## src/rst_ctrl_pkg.sv

```systemverilog
package rst_ctrl_pkg;

  localparam logic [7:0] UNIT_RESET_CONTROL_ADDR = 8'h82;
  localparam logic [7:0] RESET_INTERRUPT_CLEAR_ADDR = 8'h84;
  localparam logic [7:0] UNIT_RESET_CONTROL_RST = 8'h00;
  localparam logic [7:0] UNIT_RESET_CONTROL_MASK = 8'h1b;
  localparam int GPIO_BIT = 0;
  localparam int KEYPAD_BIT = 1;
  localparam int PWM_BIT = 3;
  localparam int INTC_BIT = 4;
  localparam int CLEAR_FLAG_BIT = 0;
  localparam logic [7:0] STATUS_RST = 8'h00;
  localparam int POR_FLAG_POS = 0;

  typedef struct packed {
    logic intc;
    logic pwm;
    logic keypad;
    logic gpio;
  } unit_resets_t;

  typedef struct packed {
    logic       wr;
    logic       rd;
    logic [7:0] addr;
    logic [7:0] wdata;
  } reg_req_t;

  typedef enum logic [1:0] {
    ST_IN_RESET = 2'b00,
    ST_RUN = 2'b01
  } run_state_t;

endpackage

```

## src/intc_status.sv

```systemverilog
`timescale 1ns/10ps
`default_nettype none
module intc_status
  import rst_ctrl_pkg::*;
(
  input wire logic sys_clk_i,
  input wire logic rst_i,
  input wire logic ce_i,
  input wire logic intc_reset_i,
  input wire logic [7:0] event_i,
  input wire logic [7:0] clear_i,
  output logic [7:0] status_o,
  output logic [7:0] visible_o
);

  logic [7:0] status_q;

  // Collection keeps running under unit reset; set beats clear
  genvar g;
  generate
    for (g = 0; g < 8; g++) begin : g_bit
      always_ff @(posedge sys_clk_i) begin
        if (rst_i) begin
          status_q[g] <= STATUS_RST[g];
        end else if (ce_i) begin
          if (event_i[g]) begin
            status_q[g] <= 1'b1;
          end else if (clear_i[g]) begin
            status_q[g] <= 1'b0;
          end
        end
      end
    end
  endgenerate

  assign status_o = status_q;
  assign visible_o = intc_reset_i ? STATUS_RST : status_q;

  property p_hide_under_reset;
    @(posedge sys_clk_i) disable iff (rst_i)
    intc_reset_i |-> visible_o == 8'h00;
  endproperty
  a_hide_under_reset: assert property (p_hide_under_reset)
    else $error("status visible under intc reset");

  // Events arriving under unit reset must still land in the status
  property p_pending_kept;
    @(posedge sys_clk_i) disable iff (rst_i)
    ce_i && intc_reset_i |=> (status_o & $past(event_i)) == $past(event_i);
  endproperty
  a_pending_kept: assert property (p_pending_kept)
    else $error("pending event lost during intc reset");

endmodule
`default_nettype wire

```

## src/block_reset_control.sv

```systemverilog
`timescale 1ns/10ps
`default_nettype none
module block_reset_control
  import rst_ctrl_pkg::*;
(
  input wire logic sys_clk_i,
  input wire logic rst_i,
  input wire logic ce_i,
  input wire logic sw_reset_i,
  input wire logic reg_wr_i,
  input wire logic reg_rd_i,
  input wire logic [7:0] reg_addr_i,
  input wire logic [7:0] reg_wdata_i,
  input wire logic [7:0] irq_event_i,
  input wire logic [7:0] irq_clear_i,
  input wire logic irq_pin_request_i,
  output logic [7:0] reg_rdata_o,
  output logic intc_unit_reset_o,
  output logic pwm_timers_unit_reset_o,
  output logic keypad_unit_reset_o,
  output logic gpio_unit_reset_o,
  output logic [7:0] interrupt_status_reg_o,
  output logic interrupt_request_pin_o
);

  reg_req_t req;
  logic [7:0] unit_reset_control_q;
  unit_resets_t resets;
  run_state_t state_q;
  logic sw_reset_meta_q;
  logic sw_reset_sync_q;
  logic por_event;
  logic flag_clear;
  logic [7:0] events;
  logic [7:0] clears;
  logic [7:0] status_raw;
  logic [7:0] status_vis;
  logic [7:0] reg_rdata_q;
  logic [7:0] irq_status_q;
  logic irq_pin_q;
  logic [3:0] unit_q;

  assign req = '{wr: reg_wr_i, rd: reg_rd_i, addr: reg_addr_i,
                 wdata: reg_wdata_i};

  // Software reset arrives from the pin domain
  always_ff @(posedge sys_clk_i) begin
    if (rst_i) begin
      sw_reset_meta_q <= 1'b0;
      sw_reset_sync_q <= 1'b0;
    end else if (ce_i) begin
      sw_reset_meta_q <= sw_reset_i;
      sw_reset_sync_q <= sw_reset_meta_q;
    end
  end

  // Unit reset bits: only host writes and hardware or software reset change them
  always_ff @(posedge sys_clk_i) begin
    if (rst_i || (ce_i && sw_reset_sync_q)) begin
      unit_reset_control_q <= UNIT_RESET_CONTROL_RST;
    end else if (ce_i && req.wr && req.addr == UNIT_RESET_CONTROL_ADDR) begin
      unit_reset_control_q <= req.wdata & UNIT_RESET_CONTROL_MASK;
    end
  end

  assign resets = '{intc: unit_reset_control_q[INTC_BIT],
                    pwm: unit_reset_control_q[PWM_BIT],
                    keypad: unit_reset_control_q[KEYPAD_BIT],
                    gpio: unit_reset_control_q[GPIO_BIT]};

  // Leaving hardware or software reset raises the power-on flag once
  always_ff @(posedge sys_clk_i) begin
    if (rst_i || (ce_i && sw_reset_sync_q)) begin
      state_q <= ST_IN_RESET;
    end else if (ce_i) begin
      state_q <= ST_RUN;
    end
  end

  assign por_event = state_q == ST_IN_RESET;
  assign flag_clear = req.wr && req.addr == RESET_INTERRUPT_CLEAR_ADDR &&
                      req.wdata[CLEAR_FLAG_BIT];

  always_comb begin
    events = irq_event_i;
    clears = irq_clear_i;
    events[POR_FLAG_POS] = por_event;
    clears[POR_FLAG_POS] = flag_clear;
  end

  intc_status u_intc_status (
    .sys_clk_i(sys_clk_i),
    .rst_i(rst_i),
    .ce_i(ce_i),
    .intc_reset_i(resets.intc),
    .event_i(events),
    .clear_i(clears),
    .status_o(status_raw),
    .visible_o(status_vis)
  );

  // Read data; write-only clear register reads zero
  always_ff @(posedge sys_clk_i) begin
    if (rst_i) begin
      reg_rdata_q <= 8'h00;
    end else if (ce_i && req.rd) begin
      case (req.addr)
        UNIT_RESET_CONTROL_ADDR: reg_rdata_q <= unit_reset_control_q;
        default: reg_rdata_q <= 8'h00;
      endcase
    end
  end

  // Unit reset outputs, one cycle behind the control bits; intc only masks its status view
  always_ff @(posedge sys_clk_i) begin
    if (rst_i) begin
      unit_q <= 4'h0;
    end else if (ce_i) begin
      unit_q <= resets;
    end
  end

  // Status view seen by the host; masked under interrupt reset
  always_ff @(posedge sys_clk_i) begin
    if (rst_i) begin
      irq_status_q <= STATUS_RST;
    end else if (ce_i) begin
      irq_status_q <= status_vis;
    end
  end

  // Pin follows its request independent of interrupt unit reset
  always_ff @(posedge sys_clk_i) begin
    if (rst_i) begin
      irq_pin_q <= 1'b0;
    end else if (ce_i) begin
      irq_pin_q <= irq_pin_request_i;
    end
  end

  assign reg_rdata_o = reg_rdata_q;
  assign intc_unit_reset_o = unit_q[3];
  assign pwm_timers_unit_reset_o = unit_q[2];
  assign keypad_unit_reset_o = unit_q[1];
  assign gpio_unit_reset_o = unit_q[0];
  assign interrupt_status_reg_o = irq_status_q;
  assign interrupt_request_pin_o = irq_pin_q;

  property p_bits_hold;
    @(posedge sys_clk_i) disable iff (rst_i || sw_reset_sync_q)
    !(ce_i && req.wr && req.addr == UNIT_RESET_CONTROL_ADDR)
      |=> $stable(unit_reset_control_q);
  endproperty
  a_bits_hold: assert property (p_bits_hold)
    else $error("unit reset bits changed without a write");

  property p_ctrl_write;
    @(posedge sys_clk_i) disable iff (rst_i || sw_reset_sync_q)
    ce_i && req.wr && req.addr == UNIT_RESET_CONTROL_ADDR
      |=> unit_reset_control_q ==
        ($past(req.wdata) & UNIT_RESET_CONTROL_MASK);
  endproperty
  a_ctrl_write: assert property (p_ctrl_write)
    else $error("unit reset write not applied");

  property p_reserved_zero;
    @(posedge sys_clk_i) disable iff (rst_i)
    (unit_reset_control_q & ~UNIT_RESET_CONTROL_MASK) == 8'h00;
  endproperty
  a_reserved_zero: assert property (p_reserved_zero)
    else $error("reserved unit reset bit set");

  property p_reset_default;
    @(posedge sys_clk_i)
    rst_i |=> unit_reset_control_q == UNIT_RESET_CONTROL_RST;
  endproperty
  a_reset_default: assert property (p_reset_default)
    else $error("unit reset bits not cleared by reset");

  // Software reset also returns the bits to their defaults
  property p_sw_clears;
    @(posedge sys_clk_i) disable iff (rst_i)
    ce_i && sw_reset_sync_q |=> unit_reset_control_q == UNIT_RESET_CONTROL_RST;
  endproperty
  a_sw_clears: assert property (p_sw_clears)
    else $error("unit reset bits not cleared by software reset");

  property p_unit_out;
    @(posedge sys_clk_i) disable iff (rst_i)
    ce_i |=> intc_unit_reset_o == $past(unit_reset_control_q[INTC_BIT])
      && pwm_timers_unit_reset_o == $past(unit_reset_control_q[PWM_BIT])
      && keypad_unit_reset_o == $past(unit_reset_control_q[KEYPAD_BIT])
      && gpio_unit_reset_o == $past(unit_reset_control_q[GPIO_BIT]);
  endproperty
  a_unit_out: assert property (p_unit_out)
    else $error("unit reset output mismatch");

  property p_status_zero;
    @(posedge sys_clk_i) disable iff (rst_i)
    ce_i && resets.intc |=> interrupt_status_reg_o == 8'h00;
  endproperty
  a_status_zero: assert property (p_status_zero)
    else $error("status not zero under intc reset");

  // Once released, the host sees everything collected meanwhile
  property p_status_view;
    @(posedge sys_clk_i) disable iff (rst_i)
    ce_i && !resets.intc |=> interrupt_status_reg_o == $past(status_raw);
  endproperty
  a_status_view: assert property (p_status_view)
    else $error("status view lags collected status");

  property p_pin_free;
    @(posedge sys_clk_i) disable iff (rst_i)
    ce_i |=> interrupt_request_pin_o == $past(irq_pin_request_i);
  endproperty
  a_pin_free: assert property (p_pin_free)
    else $error("request pin affected");

  property p_por_set;
    @(posedge sys_clk_i)
    rst_i ##1 !rst_i && ce_i && !sw_reset_sync_q |=> status_raw[POR_FLAG_POS];
  endproperty
  a_por_set: assert property (p_por_set)
    else $error("power-on flag not set after reset");

  // First edge of a software reset only parks the state, so wait one more
  property p_sw_por;
    @(posedge sys_clk_i) disable iff (rst_i)
    ce_i && sw_reset_sync_q ##1 ce_i |=> status_raw[POR_FLAG_POS];
  endproperty
  a_sw_por: assert property (p_sw_por)
    else $error("power-on flag not set after software reset");

  property p_flag_clear;
    @(posedge sys_clk_i) disable iff (rst_i)
    ce_i && flag_clear && !por_event |=> !status_raw[POR_FLAG_POS];
  endproperty
  a_flag_clear: assert property (p_flag_clear)
    else $error("power-on flag not cleared");

  property p_zero_write;
    @(posedge sys_clk_i) disable iff (rst_i)
    ce_i && status_raw[POR_FLAG_POS] && !flag_clear
      |=> status_raw[POR_FLAG_POS];
  endproperty
  a_zero_write: assert property (p_zero_write)
    else $error("power-on flag lost");

  property p_hold_status;
    @(posedge sys_clk_i) disable iff (rst_i)
    ce_i && resets.intc && irq_clear_i[2] && !irq_event_i[2]
      |=> !status_raw[2];
  endproperty
  a_hold_status: assert property (p_hold_status)
    else $error("clear ignored under intc reset");

  property p_rdata_ctrl;
    @(posedge sys_clk_i) disable iff (rst_i)
    ce_i && req.rd && req.addr == UNIT_RESET_CONTROL_ADDR
      |=> reg_rdata_o == $past(unit_reset_control_q);
  endproperty
  a_rdata_ctrl: assert property (p_rdata_ctrl)
    else $error("unit reset read mismatch");

  property p_rdata_clr;
    @(posedge sys_clk_i) disable iff (rst_i)
    ce_i && req.rd && req.addr == RESET_INTERRUPT_CLEAR_ADDR
      |=> reg_rdata_o == 8'h00;
  endproperty
  a_rdata_clr: assert property (p_rdata_clr)
    else $error("write-only clear register read nonzero");

  property p_unmapped_zero;
    @(posedge sys_clk_i) disable iff (rst_i)
    ce_i && req.rd && req.addr != UNIT_RESET_CONTROL_ADDR
      |=> reg_rdata_o == 8'h00;
  endproperty
  a_unmapped_zero: assert property (p_unmapped_zero)
    else $error("unmapped read nonzero");

  // Read data stands until the next read so a slow host can fetch it
  property p_rdata_hold;
    @(posedge sys_clk_i) disable iff (rst_i)
    !(ce_i && req.rd) |=> $stable(reg_rdata_o);
  endproperty
  a_rdata_hold: assert property (p_rdata_hold)
    else $error("read data changed without a read");

  property p_freeze;
    @(posedge sys_clk_i) disable iff (rst_i)
    !ce_i |=> $stable(unit_reset_control_q) && $stable(status_raw)
      && $stable(reg_rdata_o);
  endproperty
  a_freeze: assert property (p_freeze)
    else $error("state moved while clock enable low");

  property p_sync_path;
    @(posedge sys_clk_i) disable iff (rst_i)
    ce_i |=> sw_reset_sync_q == $past(sw_reset_meta_q);
  endproperty
  a_sync_path: assert property (p_sync_path)
    else $error("software reset synchroniser skipped a stage");

endmodule
`default_nettype wire

```

## config.mk

```make
export PLATFORM = sky130hd
export DESIGN_NAME = block_reset_control
export DESIGN_NICKNAME = d
export VERILOG_FILES = /design/src/rst_ctrl_pkg.sv /design/src/intc_status.sv /design/src/block_reset_control.sv
export SDC_FILE = /design/constraint.sdc
export NUM_CORES = 1
export LEC_CHECK = 0
export ABC_CLOCK_PERIOD_IN_PS = 1700
export BUFFER_PORTS_ARGS = -buffer_cell sky130_fd_sc_hd__buf_2
export CORE_UTILIZATION = 35
export CTS_BUF_LIST = sky130_fd_sc_hd__clkbuf_8
export CTS_CLUSTER_SIZE = 16
export DETAILED_ROUTE_END_ITERATION = 8
export PLACE_DENSITY_LB_ADDON = 0.1
export REMOVE_ABC_BUFFERS = 1
export SETUP_SLACK_MARGIN = 0.15
export SLEW_MARGIN = 20
export SYNTH_ARGS = -nofsm -noshare
export SYNTH_HDL_FRONTEND = slang
export SYNTH_SLANG_ARGS = --single-unit
```

## constraint.sdc

```tcl
create_clock -name sys_clk_i -period 1.7 [get_ports sys_clk_i]
set_input_delay 0.255 -clock sys_clk_i [delete_from_list [all_inputs] [get_ports sys_clk_i]]
set_output_delay 0.255 -clock sys_clk_i [all_outputs]
set_load 0.01 [all_outputs]
```

# Yosys cells after proc, flatten, opt, wreduce, memory -nomap -nowiden

Cells that the tools add are included.

Output and inout port bits: 21
Bits of input ports: 39
Flip-flop bits (word level): 36
Word-level logic and storage cells: 60

Reductions and logical operators: 24
Muxes and demuxes: 18
Eq/ne operators: 2

Operators with widths:

| operator           | number |
|---|---|
| $eq 8x8->1 const B | 2 |
| $mux 1             | 16 |
| $reduce_and 2->1   | 8 |
| $reduce_bool 2->1  | 8 |
| $mux 8             | 1 |
| $logic_and 1x1->1  | 6 |
| $mux 5             | 1 |
| $logic_not 2->1    | 1 |
| $logic_or 1x1->1   | 1 |

# Logic depth before layout (Yosys ltp)

Word-level depth: 5
Mapped depth: 5
Depth with buffers taken out: 3

# Hierarchy

A second synthesis with hierarchy kept.

Cell total of the unflattened synthesis: 145
Area total of the unflattened synthesis: 1,375.1 µm²

Modules (own cells, without submodules):

| module              | seq. area each (µm²) | times used | area an instance (µm²) | cells each |
|---|---|---|---|---|
| block_reset_control | 480.5                | 1          | 987.2                  | 102 |
| intc_status         | 160.2                | 1          | 387.9                  | 43 |

# Least setup slack after synthesis

Ideal clock, no wire load.

Kind: in2reg
Start: input port reg_addr_i[0]
End: register u_intc_status.status_q[0] (netlist: u_intc_status.status_o[0])
Buffers on the path: 0
Library setup time: 0.132 ns
Stages on the path: 3
Data arrival time: 1.216 ns
Data required time: 1.568 ns
Slack: 0.352 ns
Cell sequence: or4_4 o41ai_2 a21oi_1

Cells in the longest elaborated chain, start to end: 5

RTL lines:

| element                         | RTL line                  | RTL |
|---|---|---|
| from (decl)                     | block_reset_control.sv:12 | `input wire logic [7:0] reg_addr_i,` |
| $eq 8x8->1                      | block_reset_control.sv:81 | `assign flag_clear = req.wr && req.addr == RESET_INTERRUPT_CLEAR_ADDR &&` |
| $logic_and 1x1->1 (2 in a row)  | block_reset_control.sv:81 |  |
| $reduce_bool 2->1 (no line)     | --                        |  |
| $reduce_and 2->1 (no line)      | --                        |  |
| to (signal, indexed assignment) | intc_status.sv:24         | `status_q[g] <= STATUS_RST[g];` |
| to (decl)                       | intc_status.sv:16         | `logic [7:0] status_q;` |

No other way between the ends.
A chain may end at the register's enable or synchronous reset.

# Worst setup path after layout

Same ends and word-level chain as after synthesis.

==> results summary <==
The total design power is 1.64 mW. For the finished layout, the period the worst path requires is 1.22 ns. Clock tree synthesis selected as its root buffer the cell clkbuf_8. Counting both buffers and inverters, the worst setup path holds a total of 1.

The yosys synthesis warning count came out at 0. The total CTS buffers came out at 5. The classification of the worst setup path is input port to flop. The kind of capture point of the worst setup path is a flop. The total met3 wirelength after detailed routing came out at 157 µm. For this design the ratio of total power to cell area is 965 mW/mm². Leaving out fill and tap cells, the most frequent cell in the layout is buf_2.

STA classifies the critical path startpoint as an input port. The initial antenna violation count came out at 0. The total setup violations reported at the end of the flow is 0. The antenna diode instance count is 0.

Row generation in the floorplan step produced 21 rows. The required time of the critical path came out at 1.85 ns. Setup repair after global routing left no endpoint under its margin. The final estimated routing congestion in global placement came out at 0.824. The core outline area came out at 0.00344 mm². The number of remaining DRC errors came out at 0. The post-cts repair resize count came out at 0.

The family of cells with the greatest summed delay on the critical path is simple AND/OR/NAND/NOR gates. The end of the worst register-to-register path is interrupt_status_reg_o[6]. The via count of the first global-routing pass is 1135. The maximum clock frequency came out at 0.823 GHz. The origin of the critical flop-to-flop path is unit_reset_control_q[4]. The die boundary width came out at 62.8 µm. Sequential cells were found to cover 49.5% of the synthesized design area. Counting along the longest clock path gives a buffer depth of 2. At the end of the flow, the number of nets in the layout was 237. At the worst endpoint, the arrival time is 1.37 ns. In this run the vertical extent of the chip is 62.8 µm.

The synthesized area per cell came out at 8.86 µm². The number of hold-repair buffers added at the cts stage is 0. The static leakage is 0.777 nW. Once the clock tree was built, the setup fixing pass inserted 0 buffers. The detail-routed via count per cell is 4.74. After the first detailed-routing iteration, the DRC count stood at 38. The final worst clock skew is 0.00879 ns. In the layout the commonest cells are 49 x buf_2, 32 x dfxtp_1, 24 x nor2_1.

The detailed route wirelength on metal2 came out at 1.30 mm. The count of endpoints failing hold in the final timing report is 0. The startpoint identified for the worst hold timing path is irq_pin_request_i. Once detail routing completed, the nets flagged for antenna violations numbered 0. The wire length per cell after detailed routing is 11.1 µm. The ratio of final minimum period to clock period came out at 71.5%. The die covers 0.00394 mm². The clock-pin slew on the worst setup and hold paths is 0.06 ns. The synthesized instance count came out at 146. The CTS tree is built. The peak ir drop on the vdd network is 0.911 mV.

The final HPWL from detailed placement came out at 2.09 mm. The flow ran to the end, and the final reports show no timing, DRC or antenna violations. The count of pins over their slew limit is 0. Counting flops and latches in the post-synthesis netlist gives 32. The largest net degree at the start of global routing is 20. The highest net fanout along the worst path is 5.

The cell area after synthesis came out at 0.00129 mm². The clock tree synthesis step divided the H-tree into 2 levels. Sorting the synthesized cells by area gives the leading types as dfxtp_1 50%, nor2_1 7.0%, a21oi_1 6.6%. For this design, the slowest cell found on the critical path is or4_4. The layout overhead on the synthesized area came out at 31.0%.

The total global-route track usage is 15.4%. The overall overflow remaining after global route came out at 0. The final-layout setup total negative slack came out at 0 ns.

The synthesized design spends more area on one cell type than any other, namely dfxtp_1. The worst hold path belongs to the class input port to flop. The port buffer count is 49. The setup slack on the worst flop-to-flop path came out at 0.73 ns. The count of clock tree sinks is 32. The signal on the critical path passes through buf_2 -> or4_4 -> o41ai_2 -> a21oi_1. The detailed-route wire length came out at 2.72 mm. The first global-routing pass estimated 4.70 mm of wire. Max-cap violations in this run came to 0. Once the floorplan was initialized, standard cells occupied 37.6% of the core.

The later pin in the worst-skew pair is clocked with a latency of 0.28 ns. The share of the synthesized area in the top cell type came out at 49.5%. The number of detailed-route iterations in the first pass came out at 4.

For hold timing, the worst endpoint is interrupt_request_pin_o. The worst reg2reg path depth came out at 4. The delay of the slowest cell on the worst path came out at 0.56 ns. The highest layer used for signal routing is met4. The worst hold path was traced through 3 stages. The final route contains 1161 vias. The routed length on met1 came out at 1.24 mm. The count of different cell masters after synthesis came out at 23. The fraction of final layout cells with drive strength greater than 1 came out at 32.7%.

The number of I/O pins is 60.
## worst max path at each step
stage	startpoint	end	slack [ns]	cells after the start
5_1_grt	reg_addr_i[0]	u_intc_status.status_o[0]	0.45	4
4_1_cts	reg_addr_i[0]	u_intc_status.status_o[0]	0.49	4
6_report	reg_addr_i[0]	u_intc_status.status_o[0]	0.48	4
2_1_floorplan	reg_addr_i[0]	u_intc_status.status_o[0]	0.36	3
3_5_place_dp	reg_addr_i[0]	u_intc_status.status_o[0]	0.19	4
3_3_place_gp	reg_addr_i[0]	u_intc_status.status_o[0]	0.20	4
## worst reg2reg max path: cells and delay by family, from the launching register on
kind / cells / cell delay [ns]
compound gates: 1 / 0.15
flops: 1 / 0.40
simple gates: 2 / 0.15
buf+inv: 1 / 0.17
## report_power, final
part,leakage (nW),internal (mW),total [mW],switching (mW)
Sequential,0.261,0.775,0.786,0.0117
Clock,0.0593,0.428,0.694,0.265
Combinational,0.457,0.0730,0.155,0.0823
Total,0.777,1.28,1.64,0.359
## layout make-up
class	instances	area (µm²)
Fill cell	357	1750
Timing Repair Buffer	55	290
Clock inverter	3	38.8
Clock buffer	5	68.8
Multi-Input combinational cell	104	599
Sequential cell	32	641
Tap cell	46	57.6
## logic make-up (layout without fill, tap and decap cells)
| group | count (synthesis) | in the layout | share of synthesized area, % |
|---|---|---|---|
| AOI/OAI and AO/OA | 30 | 30 | 14.8 |
| buffers and inverters | 13 | 63 | 5.03 |
| DFF | 32 | 32 | 49.5 |
| muxes | 7 | 7 | 5.42 |
| other | 1 | 4 | 0.290 |
| and+or+nand+nor | 63 | 63 | 25.0 |
## through the flow
step | cell area (µm²) | util (%) | setup WS, ns | hold WS [ns] | instances
finish | 1700 | 49.3 | 0.484 | 0.214 | 245
global route | 1700 | 49.3 | 0.448 | 0.230 | 245
CTS | 1700 | 49.3 | 0.488 | 0.210 | 245
detailed placement | 1590 | 46.1 | 0.189 | 0.444 | 237
global placement | 1590 | 46.1 | 0.200 | 0.438 | 237
floorplan | 1240 | - | 0.360 | 0.324 | 136
## cells in the mapped netlist
cell,number
a21o_1,1
a21oi_1,17
a22oi_1,7
and2_1,2
buf_1,2
buf_2,1
buf_4,4
clkbuf_1,6
conb_1,1
dfxtp_1,32
mux2i_1,7
nand2_1,13
nand2b_1,2
nand3b_1,1
nand4_1,8
nor2_1,24
nor2b_1,9
nor4_2,1
nor4bb_1,1
o31ai_1,4
o41ai_2,1
or4_4,1
or4bb_1,1
## registers in the layout, summed over array words and instances (netlist names)
register,cells
sw_reset_meta_q,1
sw_reset_sync_q,1
interrupt_request_pin_o,1
u_intc_status.status_o,8
reg_rdata_o,4
unit_reset_control_q,4
unit_q,4
interrupt_status_reg_o,8
state_q,1
## per-layer routing
layer  track usage (%)  vias to the layer above
met5                 0                        -
met1              17.4                      517
met2              25.7                       34
met3              6.02                        2
li1                  -                      608
met4              6.10                        0
Note: power is estimated with default switching activity, not from simulation.
